<file path="src/design/chgev_defs.svh">
`ifndef CHGEV_DEFS_SVH
`define CHGEV_DEFS_SVH

// ========================================================
// register offsets
`define CHGEV_EVT4_ADDR 8'h43
`define CHGEV_EVT5_ADDR 8'h44
`define CHGEV_EVT6_ADDR 8'h45
`define CHGEV_MSK4_ADDR 8'h53
`define CHGEV_MSK5_ADDR 8'h54
`define CHGEV_MSK6_ADDR 8'h55
`define CHGEV_SRC4_ADDR 8'h63
`define CHGEV_SRC5_ADDR 8'h64
`define CHGEV_SRC6_ADDR 8'h65

// ========================================================
// reset values and implemented-bit masks
`define CHGEV_FLAG_RST 8'h00
`define CHGEV_MASK_RST 8'h00
`define CHGEV_RDATA_RST 8'h00
`define CHGEV_USED_ALL 8'hFF
`define CHGEV_USED_GRP5 8'h1F

// ========================================================
// bit positions in the condition vector
`define CHGEV_C_CV 0
`define CHGEV_C_FULL 1
`define CHGEV_C_RECHG 2
`define CHGEV_C_CHG_ON 3
`define CHGEV_C_AUX_OVV 4
`define CHGEV_C_USB_OVV 5
`define CHGEV_C_HOT 6
`define CHGEV_C_COLD 7
`define CHGEV_C_SYS_OVV 8
`define CHGEV_C_WARN 9
`define CHGEV_C_TRIP 10
`define CHGEV_C_FAULT 11
`define CHGEV_C_AUX_OK 12
`define CHGEV_C_USB_OK 13
`define CHGEV_C_AUX_SAG 14
`define CHGEV_C_USB_SAG 15
`define CHGEV_NCOND 16

// ========================================================
// event bit positions inside the flag registers
`define CHGEV_B4_CV 7
`define CHGEV_B4_FULL 6
`define CHGEV_B5_SYS_OVV 4
`define CHGEV_B5_WARN_DN 3
`define CHGEV_B5_WARN_UP 2
`define CHGEV_B5_TRIP_DN 1
`define CHGEV_B5_TRIP_UP 0
`define CHGEV_B6_FAULT_DN 7
`define CHGEV_B6_FAULT_UP 6
`define CHGEV_B6_AUX_SAG 1
`define CHGEV_B6_USB_SAG 0

`endif

</file>
<file path="src/design/chgev_pkg.sv">
package chgev_pkg;
	// one register byte
	typedef logic [7:0] chgev_byte_t;
	// kind of register selected by an address
	typedef enum logic [1:0] {
		CHGEV_REG_NONE,
		CHGEV_REG_EVT,
		CHGEV_REG_MSK,
		CHGEV_REG_SRC
	} chgev_reg_e;
endpackage : chgev_pkg

</file>
<file path="src/design/chgev_bank_if.sv">
interface chgev_bank_if;
	// event pulses, clear and mask write towards a bank
	chgev_pkg::chgev_byte_t set_evt;
	logic rd_clr;
	logic mask_we;
	chgev_pkg::chgev_byte_t mask_wdata;
	// state coming back
	chgev_pkg::chgev_byte_t flags;
	chgev_pkg::chgev_byte_t masks;
	logic pending;

	modport bank (
		input set_evt, rd_clr, mask_we, mask_wdata,
		output flags, masks, pending
	);
	modport ctrl (
		output set_evt, rd_clr, mask_we, mask_wdata,
		input flags, masks, pending
	);
endinterface : chgev_bank_if

</file>
<file path="src/design/chgev_bank.sv">
`include "chgev_defs.svh"

module chgev_bank #(
	parameter chgev_pkg::chgev_byte_t USED = `CHGEV_USED_ALL
) (
	// clock and reset
	input logic core_clk,
	input logic sys_rst,
	// flags, masks and pending summary
	chgev_bank_if.bank bus
);
	chgev_pkg::chgev_byte_t flags_ff, nxt_flags;
	chgev_pkg::chgev_byte_t masks_ff, nxt_masks;

	// ========================================================
	// sticky flags and mask register
	// a set in the clearing cycle survives, so no event is lost
	always_comb begin
		nxt_flags = flags_ff;
		if (bus.rd_clr) begin
			nxt_flags = `CHGEV_FLAG_RST; // [RQ19]
		end
		nxt_flags = (nxt_flags | bus.set_evt) & USED; // [RQ19]
		nxt_masks = masks_ff;
		if (bus.mask_we) begin
			nxt_masks = bus.mask_wdata & USED; // [RQ17]
		end
	end

	always_ff @(posedge core_clk) begin
		if (sys_rst) begin
			flags_ff <= `CHGEV_FLAG_RST;
			masks_ff <= `CHGEV_MASK_RST; // [RQ16]
		end else begin
			flags_ff <= nxt_flags;
			masks_ff <= nxt_masks;
		end
	end

	// a masked bit still latches, it only stays off the pin
	assign bus.flags = flags_ff;
	assign bus.masks = masks_ff;
	assign bus.pending = |(flags_ff & ~masks_ff); // [RQ16] [RQ20]
endmodule : chgev_bank

</file>
<file path="src/design/chgev_top.sv">
`include "chgev_defs.svh"

//Summary of operation
// (RQ1) event on entering constant-voltage phase, live bit
// (RQ2) end of charge holds charging until resumed
// (RQ3) recharge threshold reached raises event, releases hold
// (RQ4) charging started event plus live bit
// (RQ5) aux input overvoltage event and live bit
// (RQ6) usb input overvoltage event and live bit
// (RQ7) battery too hot event and live bit
// (RQ8) battery too cold event and live bit
// (RQ9) system rail overvoltage at bit four
// (RQ10) die warning rising crossing sets event
// (RQ11) die warning falling crossing sets event
// (RQ12) shutdown crossings both ways, live bit
// (RQ13) live bit high while warning reached
// (RQ14) rise and fall events for three signals
// (RQ15) sag events when inputs reach battery level
// (RQ16) masks reset to zero, one masks event
// (RQ17) mask register sits 0x10 above events
// (RQ18) source register sits 0x20 above events
// (RQ19) event flags sticky, cleared by reading
// (RQ20) interrupt while any unmasked flag set
module chgev_top (
	// clock and reset
	input logic core_clk,
	input logic sys_rst,
	// register port
	input logic [7:0] reg_addr,
	input logic reg_wr_en,
	input logic reg_rd_en,
	input logic [7:0] reg_wdata,
	output logic [7:0] reg_rdata,
	output logic reg_rd_valid,
	// charger condition levels from the analog side
	input logic cv_phase_in,
	input logic end_of_charge_in,
	input logic recharge_level_in,
	input logic charging_in,
	input logic aux_power_input_ovv_in,
	input logic usb_power_input_ovv_in,
	input logic batt_hot_in,
	input logic batt_cold_in,
	input logic system_rail_ovv_in,
	input logic die_warn_in,
	input logic die_trip_in,
	input logic protection_fault_in,
	input logic aux_input_ok_in,
	input logic usb_input_ok_in,
	input logic aux_input_sag_in,
	input logic usb_input_sag_in,
	// host resume control and charge hold
	input logic charge_resume_req,
	output logic charge_hold,
	// interrupt pin, active high
	output logic irq
);
	localparam int NC = `CHGEV_NCOND;
	localparam int NG = 3;

	// ========================================================
	// condition synchronisers
	logic [NC-1:0] cond_raw;
	logic [NC-1:0] meta_ff, nxt_meta;
	logic [NC-1:0] sync_ff, nxt_sync;
	logic [NC-1:0] last_ff, nxt_last;
	logic [NC-1:0] rise;
	logic [NC-1:0] fall;

	// pack the pins in condition order
	assign cond_raw = {
		usb_input_sag_in, aux_input_sag_in,
		usb_input_ok_in, aux_input_ok_in,
		protection_fault_in, die_trip_in,
		die_warn_in, system_rail_ovv_in,
		batt_cold_in, batt_hot_in,
		usb_power_input_ovv_in, aux_power_input_ovv_in,
		charging_in, recharge_level_in,
		end_of_charge_in, cv_phase_in
	};

	// two sync stages plus an edge history stage, meta_ff is only read by sync_ff
	always_comb begin
		nxt_meta = cond_raw;
		nxt_sync = meta_ff;
		nxt_last = sync_ff;
	end

	always_ff @(posedge core_clk) begin
		if (sys_rst) begin
			meta_ff <= '0;
			sync_ff <= '0;
			last_ff <= '0;
		end else begin
			meta_ff <= nxt_meta;
			sync_ff <= nxt_sync;
			last_ff <= nxt_last;
		end
	end

	// crossings of the synchronised levels
	assign rise = sync_ff & ~last_ff;
	assign fall = ~sync_ff & last_ff;

	// ========================================================
	// event sets and live source values per group
	chgev_pkg::chgev_byte_t set_vec [NG];
	chgev_pkg::chgev_byte_t src_vec [NG];

	// group 4: charge progress, input overvoltage, battery temp
	assign set_vec[0] = {
		rise[`CHGEV_C_CV], // [RQ1]
		rise[`CHGEV_C_FULL], // [RQ2]
		rise[`CHGEV_C_RECHG], // [RQ3]
		rise[`CHGEV_C_CHG_ON], // [RQ4]
		rise[`CHGEV_C_AUX_OVV], // [RQ5]
		rise[`CHGEV_C_USB_OVV], // [RQ6]
		rise[`CHGEV_C_HOT], // [RQ7]
		rise[`CHGEV_C_COLD] // [RQ8]
	};
	// cv live bit is the synchronised cv_phase_in level, at bit 7
	assign src_vec[0] = {
		sync_ff[`CHGEV_C_CV], sync_ff[`CHGEV_C_FULL], // [RQ1]
		sync_ff[`CHGEV_C_RECHG], sync_ff[`CHGEV_C_CHG_ON], // [RQ4]
		sync_ff[`CHGEV_C_AUX_OVV], sync_ff[`CHGEV_C_USB_OVV], // [RQ5] [RQ6]
		sync_ff[`CHGEV_C_HOT], sync_ff[`CHGEV_C_COLD] // [RQ7] [RQ8]
	};

	// group 5: rail overvoltage and die temperature crossings
	assign set_vec[1] = {
		3'b000,
		rise[`CHGEV_C_SYS_OVV], // [RQ9]
		fall[`CHGEV_C_WARN], // [RQ11]
		rise[`CHGEV_C_WARN], // [RQ10]
		fall[`CHGEV_C_TRIP], // [RQ12]
		rise[`CHGEV_C_TRIP] // [RQ12]
	};
	// both warning and both shutdown bits show one live level
	assign src_vec[1] = {
		3'b000,
		sync_ff[`CHGEV_C_SYS_OVV], // [RQ9]
		sync_ff[`CHGEV_C_WARN], sync_ff[`CHGEV_C_WARN], // [RQ13]
		sync_ff[`CHGEV_C_TRIP], sync_ff[`CHGEV_C_TRIP] // [RQ12]
	};

	// group 6: edges of fault and input-ok, input sags
	assign set_vec[2] = {
		fall[`CHGEV_C_FAULT], rise[`CHGEV_C_FAULT], // [RQ14]
		fall[`CHGEV_C_AUX_OK], rise[`CHGEV_C_AUX_OK], // [RQ14]
		fall[`CHGEV_C_USB_OK], rise[`CHGEV_C_USB_OK], // [RQ14]
		rise[`CHGEV_C_AUX_SAG], rise[`CHGEV_C_USB_SAG] // [RQ15]
	};
	assign src_vec[2] = {
		sync_ff[`CHGEV_C_FAULT], sync_ff[`CHGEV_C_FAULT],
		sync_ff[`CHGEV_C_AUX_OK], sync_ff[`CHGEV_C_AUX_OK],
		sync_ff[`CHGEV_C_USB_OK], sync_ff[`CHGEV_C_USB_OK],
		sync_ff[`CHGEV_C_AUX_SAG], sync_ff[`CHGEV_C_USB_SAG]
	};

	// ========================================================
	// address decode
	chgev_pkg::chgev_reg_e sel_kind;
	logic [1:0] sel_grp;

	// events, masks and sources share one group index
	always_comb begin
		sel_kind = chgev_pkg::CHGEV_REG_NONE;
		sel_grp = 2'd0;
		case (reg_addr)
			`CHGEV_EVT4_ADDR: begin
				sel_kind = chgev_pkg::CHGEV_REG_EVT;
				sel_grp = 2'd0;
			end
			`CHGEV_EVT5_ADDR: begin
				sel_kind = chgev_pkg::CHGEV_REG_EVT;
				sel_grp = 2'd1;
			end
			`CHGEV_EVT6_ADDR: begin
				sel_kind = chgev_pkg::CHGEV_REG_EVT;
				sel_grp = 2'd2;
			end
			`CHGEV_MSK4_ADDR: begin
				sel_kind = chgev_pkg::CHGEV_REG_MSK; // [RQ17]
				sel_grp = 2'd0;
			end
			`CHGEV_MSK5_ADDR: begin
				sel_kind = chgev_pkg::CHGEV_REG_MSK; // [RQ17]
				sel_grp = 2'd1;
			end
			`CHGEV_MSK6_ADDR: begin
				sel_kind = chgev_pkg::CHGEV_REG_MSK; // [RQ17]
				sel_grp = 2'd2;
			end
			`CHGEV_SRC4_ADDR: begin
				sel_kind = chgev_pkg::CHGEV_REG_SRC; // [RQ18]
				sel_grp = 2'd0;
			end
			`CHGEV_SRC5_ADDR: begin
				sel_kind = chgev_pkg::CHGEV_REG_SRC; // [RQ18]
				sel_grp = 2'd1;
			end
			`CHGEV_SRC6_ADDR: begin
				sel_kind = chgev_pkg::CHGEV_REG_SRC; // [RQ18]
				sel_grp = 2'd2;
			end
			default: begin
				sel_kind = chgev_pkg::CHGEV_REG_NONE;
				sel_grp = 2'd0;
			end
		endcase
	end

	// ========================================================
	// event banks
	chgev_bank_if bank_if [NG] ();
	chgev_pkg::chgev_byte_t flags_v [NG];
	chgev_pkg::chgev_byte_t masks_v [NG];
	logic [NG-1:0] pend_v;

	genvar g;
	generate
		for (g = 0; g < NG; g++) begin : g_bank
			localparam chgev_pkg::chgev_byte_t USED_G = (g == 1) ?
				`CHGEV_USED_GRP5 : `CHGEV_USED_ALL;
			assign bank_if[g].set_evt = set_vec[g];
			// reading an event register clears it
			assign bank_if[g].rd_clr = reg_rd_en
				&& sel_kind == chgev_pkg::CHGEV_REG_EVT
				&& sel_grp == 2'(g); // [RQ19]
			assign bank_if[g].mask_we = reg_wr_en
				&& sel_kind == chgev_pkg::CHGEV_REG_MSK
				&& sel_grp == 2'(g); // [RQ16] [RQ17]
			assign bank_if[g].mask_wdata = reg_wdata;
			assign flags_v[g] = bank_if[g].flags;
			assign masks_v[g] = bank_if[g].masks;
			assign pend_v[g] = bank_if[g].pending;
			chgev_bank #(
				.USED(USED_G)
			) u_bank (
				.core_clk(core_clk),
				.sys_rst(sys_rst),
				.bus(bank_if[g])
			);
		end
	endgenerate

	// ========================================================
	// read data, one cycle after the strobe
	// the captured value predates the clear of that same read
	logic [7:0] rdata_ff, nxt_rdata;
	logic rvalid_ff, nxt_rvalid;

	always_comb begin
		nxt_rdata = rdata_ff;
		nxt_rvalid = reg_rd_en;
		if (reg_rd_en) begin
			case (sel_kind)
				chgev_pkg::CHGEV_REG_EVT: nxt_rdata = flags_v[sel_grp];
				chgev_pkg::CHGEV_REG_MSK: nxt_rdata = masks_v[sel_grp];
				chgev_pkg::CHGEV_REG_SRC: nxt_rdata = src_vec[sel_grp]; // [RQ18]
				default: nxt_rdata = `CHGEV_RDATA_RST;
			endcase
		end
	end

	always_ff @(posedge core_clk) begin
		if (sys_rst) begin
			rdata_ff <= `CHGEV_RDATA_RST;
			rvalid_ff <= 1'b0;
		end else begin
			rdata_ff <= nxt_rdata;
			rvalid_ff <= nxt_rvalid;
		end
	end

	assign reg_rdata = rdata_ff;
	assign reg_rd_valid = rvalid_ff;

	// ========================================================
	// charge hold after end of charge
	// a fresh end-of-charge wins over a resume in the same cycle
	logic hold_ff, nxt_hold;

	always_comb begin
		nxt_hold = hold_ff;
		if (rise[`CHGEV_C_RECHG] || charge_resume_req) begin
			nxt_hold = 1'b0; // [RQ2] [RQ3]
		end
		if (rise[`CHGEV_C_FULL]) begin
			nxt_hold = 1'b1; // [RQ2]
		end
	end

	always_ff @(posedge core_clk) begin
		if (sys_rst) begin
			hold_ff <= 1'b0;
		end else begin
			hold_ff <= nxt_hold;
		end
	end

	assign charge_hold = hold_ff;

	// ========================================================
	// interrupt pin, combinational from the flag and mask flops
	assign irq = |pend_v; // [RQ20]
endmodule : chgev_top

</file>
<file path="config.mk">
export PLATFORM = sky130hd
export DESIGN_NAME = chgev_top
export DESIGN_NICKNAME = d
export VERILOG_FILES = /design/src/design/chgev_pkg.sv /design/src/design/chgev_bank_if.sv /design/src/design/chgev_bank.sv /design/src/design/chgev_top.sv
export VERILOG_INCLUDE_DIRS = /design/src /design/src/design
export SDC_FILE = /design/constraint.sdc
export NUM_CORES = 1
export LEC_CHECK = 0
export ABC_AREA = 0
export BUFFER_PORTS_ARGS = -buffer_cell sky130_fd_sc_hd__buf_2
export CORE_MARGIN = 2
export CORE_UTILIZATION = 40
export CTS_CLUSTER_DIAMETER = 60
export DETAILED_ROUTE_END_ITERATION = 10
export GPL_TIMING_DRIVEN = 0
export HOLD_SLACK_MARGIN = 0.03
export PLACE_DENSITY = 0.57
export REMOVE_ABC_BUFFERS = 1
export SLEW_MARGIN = 20
export SYNTH_ARGS = -nofsm -noshare
export SYNTH_HDL_FRONTEND = slang
export SYNTH_SLANG_ARGS = --single-unit
</file>
<file path="constraint.sdc">
create_clock -name core_clk -period 2.3 [get_ports core_clk]
set_input_delay 0.345 -clock core_clk [delete_from_list [all_inputs] [get_ports core_clk]]
set_output_delay 0.345 -clock core_clk [all_outputs]
set_load 0.02 [all_outputs]
</file>
==> flow_summary.ini <==
[run_status]
status = finished, final reports clean

[drt]
drtAntennaViolNets = 0
drt-total-wl_mm = 9.441
wl_per_cell_um = 15.48
post-route-drc-count = 0
route.vias.total = 3096
firstDrtPassIters = 4
routed_via_density = 5.075
first_iter_violations = 205

[grt]
grt_use_total = 0.1769
grt_max_degree = 59
grt_pass1_vias = 3027
antenna_found_initial = 0
grt_pass1_wl_mm = 15.34
overflow = 0

[sta]
slew_headroom = 0.5659
period_minus_slack_ns = 2.006
min_period_over_period = 0.8723
final-setup-viol-count = 0
finalHoldViolCount = 0
fmax_ghz = 0.4984
worst_pin_slew_ns = 0.6498
slew_viol_final = 0
rsz0062_at_grt = no
skew_ns = 0.01036

[critical_path]
critical_path.top_delay_family = compound AO/OA/AOI/OAI gates
reg2reg_slack_ns = 1.06
start_kind = primary input
cp_data_required_time_ns = 2.60
critPathBufInv = 1
critical-path-max-stage-delay_ns = 0.65
critPathKind = in2reg
cp-end-kind = register
path_cells = clkbuf_4, nand3b_2, a2111oi_4, o21ai_1, o211a_1, o21ai_0
crit_slowest_cell = a2111oi_4
crit_arrival_ns = 2.30
critPathMaxFanout = 33

[synthesis]
ys_seq_area_frac = 0.4919
syn_area_um2 = 4070
synth_warnings = 0
synthCells = 432
synth_flop_cell = dfxtp_1
ys_types = 47
ys_ff_latch = 100
avgSynthCellArea_um2 = 9.422
synth_edf_count = 0
async_flop_share = 0

[clocking]
worstSkewPairLatency_ns = 0.37
root_buffer = clkbuf_8
clk_path_buf_depth = 2
clk_pin_slew_ns = 0.10
htree_levels = 3
holdBufCountCts = 0
cts_buffers = 9
cts_tree = done
cts.sinks = 100

[floorplan]
coreArea_um2 = 9819
start_util = 0.4145
die_y_um = 104.9
fp.dieW_um = 104.9
io_pins = 48
die-area_um2 = 11000
rows = 36

[cells_and_area]
fill_cells = 983
fin_nets = 509
design_area_um2 = 4666
layout-drive-gt1-share = 0.1740
fin_util = 0.4752
mostFrequentLayoutCells = dfxtp_1 (100), nor2b_1 (69), buf_2 (45)
final_common_cell = dfxtp_1
synthToLayoutAreaGrowth_pct = 14.63
num_antenna_cells = 0

[power_and_ir_drop]
ir_worst_vdd_uv = 385.7
p_leak_nw = 1.817
p_per_area_nw_per_um2 = 712.7

[hold_path]
hold_path.class = in2reg

[place]
place_congestion = 0.8660
port_buffers = 47
dpl-instance-area_um2 = 4390
hpwl_mm = 6.648

[job]
max_cap_viol_count = 0
==> routing by layer <==
| metal | vias to the layer above | global-route usage | routed length, um |
|---|---|---|---|
| met3 | 14 | 0.05053 | 576 |
| met1 | 1453 | 0.2262 | 4247 |
| li1 | 1544 | - | - |
| met5 | - | 0 | 0 |
| met4 | 0 | 0.06190 | 162 |
| met2 | 85 | 0.2853 | 4455 |
==> registers in the layout, summed over array words and instances (netlist names) <==
register,flops
g_bank.u_bank.bus.flags,21
g_bank.u_bank.bus.masks,21
last_ff,16
meta_ff,16
nxt_last,16
reg_rdata,8
charge_hold,1
reg_rd_valid,1
==> worst reg2reg max path, stage by stage, from the launching register on <==
cell and delay [ns]:
dfxtp_1 0.34, mux2_2 0.28, o21ai_1 0.22, o211a_1 0.21, o21ai_0 0.07
==> cell type report <==
type / count / area [um^2] / area share
flip-flops and latches: 100 / 2002 / 0.4291
repair buffers: 54 / 320.3 / 0.06865
inverters: 28 / 105.1 / 0.02253
clock buffers: 9 / 123.9 / 0.02655
multi-input cells: 279 / 1843 / 0.3950
well taps: 133 / 166.4 / 0.03567
clock inverters: 7 / 105.1 / 0.02253
==> stage by stage <==
stage | setup slack, ns | setup TNS (ns) | power (mW) | hold slack (ns) | instances
after CTS | 0.08210 | 0 | 3.357 | 0.1551 | 610
after floorplan | -0.2758 | -3.606 | 1.965 | 0.4138 | 407
after global routing | 0.1539 | 0 | 3.459 | 0.1534 | 610
final | 0.2937 | 0 | 3.325 | 0.1713 | 610
after detailed placement | -0.7864 | -28.10 | 2.091 | 0.4204 | 589
after global placement | -0.9850 | -37.68 | 2.078 | 0.4192 | 587
==> Yosys cell counts, drive strengths merged (3+ instances only) <==
master / instances / area (um^2)
a2111oi: 3 / 82.58
a21oi: 22 / 110.1
a22o: 6 / 52.55
a311oi: 3 / 26.28
a31oi: 6 / 37.54
buf: 10 / 76.32
clkbuf: 15 / 56.30
dfxtp: 100 / 2002
inv: 28 / 105.1
mux2i: 30 / 300.3
nand2: 25 / 93.84
nand2b: 4 / 25.02
nand3: 7 / 35.03
nand3b: 3 / 26.27
nor2: 40 / 150.1
nor2b: 69 / 431.7
o2111ai: 3 / 26.28
o211ai: 10 / 75.07
o21ai: 12 / 60.05
o22ai: 10 / 62.56
==> repair_timing <==
action / 4_1_cts / 5_1_grt
setup endpoints to repair: 41 / 9
buffers inserted: 5 / 0
resized for setup: 0 / 2
pin swaps: 2 / 0
==> worst paths after layout <==
| path | start | cells after the start | to |
|---|---|---|---|
| hold reg to reg | meta_ff[11] | 1 | nxt_last[11] |
| setup reg to reg | nxt_last[13] | 4 | reg_rdata[3] |
| hold / removal | aux_input_ok_in | 2 | meta_ff[12] |
| setup / recovery | reg_addr[0] | 6 | reg_rdata[2] |
==> power by group <==
group	switching, mW	total (mW)	internal [mW]	leakage [nW]
Combinational	0.138	0.239	0.101	0.888
Clock	0.644	1.27	0.630	0.112
Sequential	0.0280	1.81	1.78	0.817
==> cells by family after synthesis <==
logic type             Yosys count  synth area share
AND/OR/NAND/NOR                163            0.2210
flip-flops                     100            0.4919
AO/OA/AOI/OAI                   84            0.1494
buffers and inverters           53           0.05841
multiplexers                    32           0.07931
Note: power is estimated with default switching activity, not from simulation.
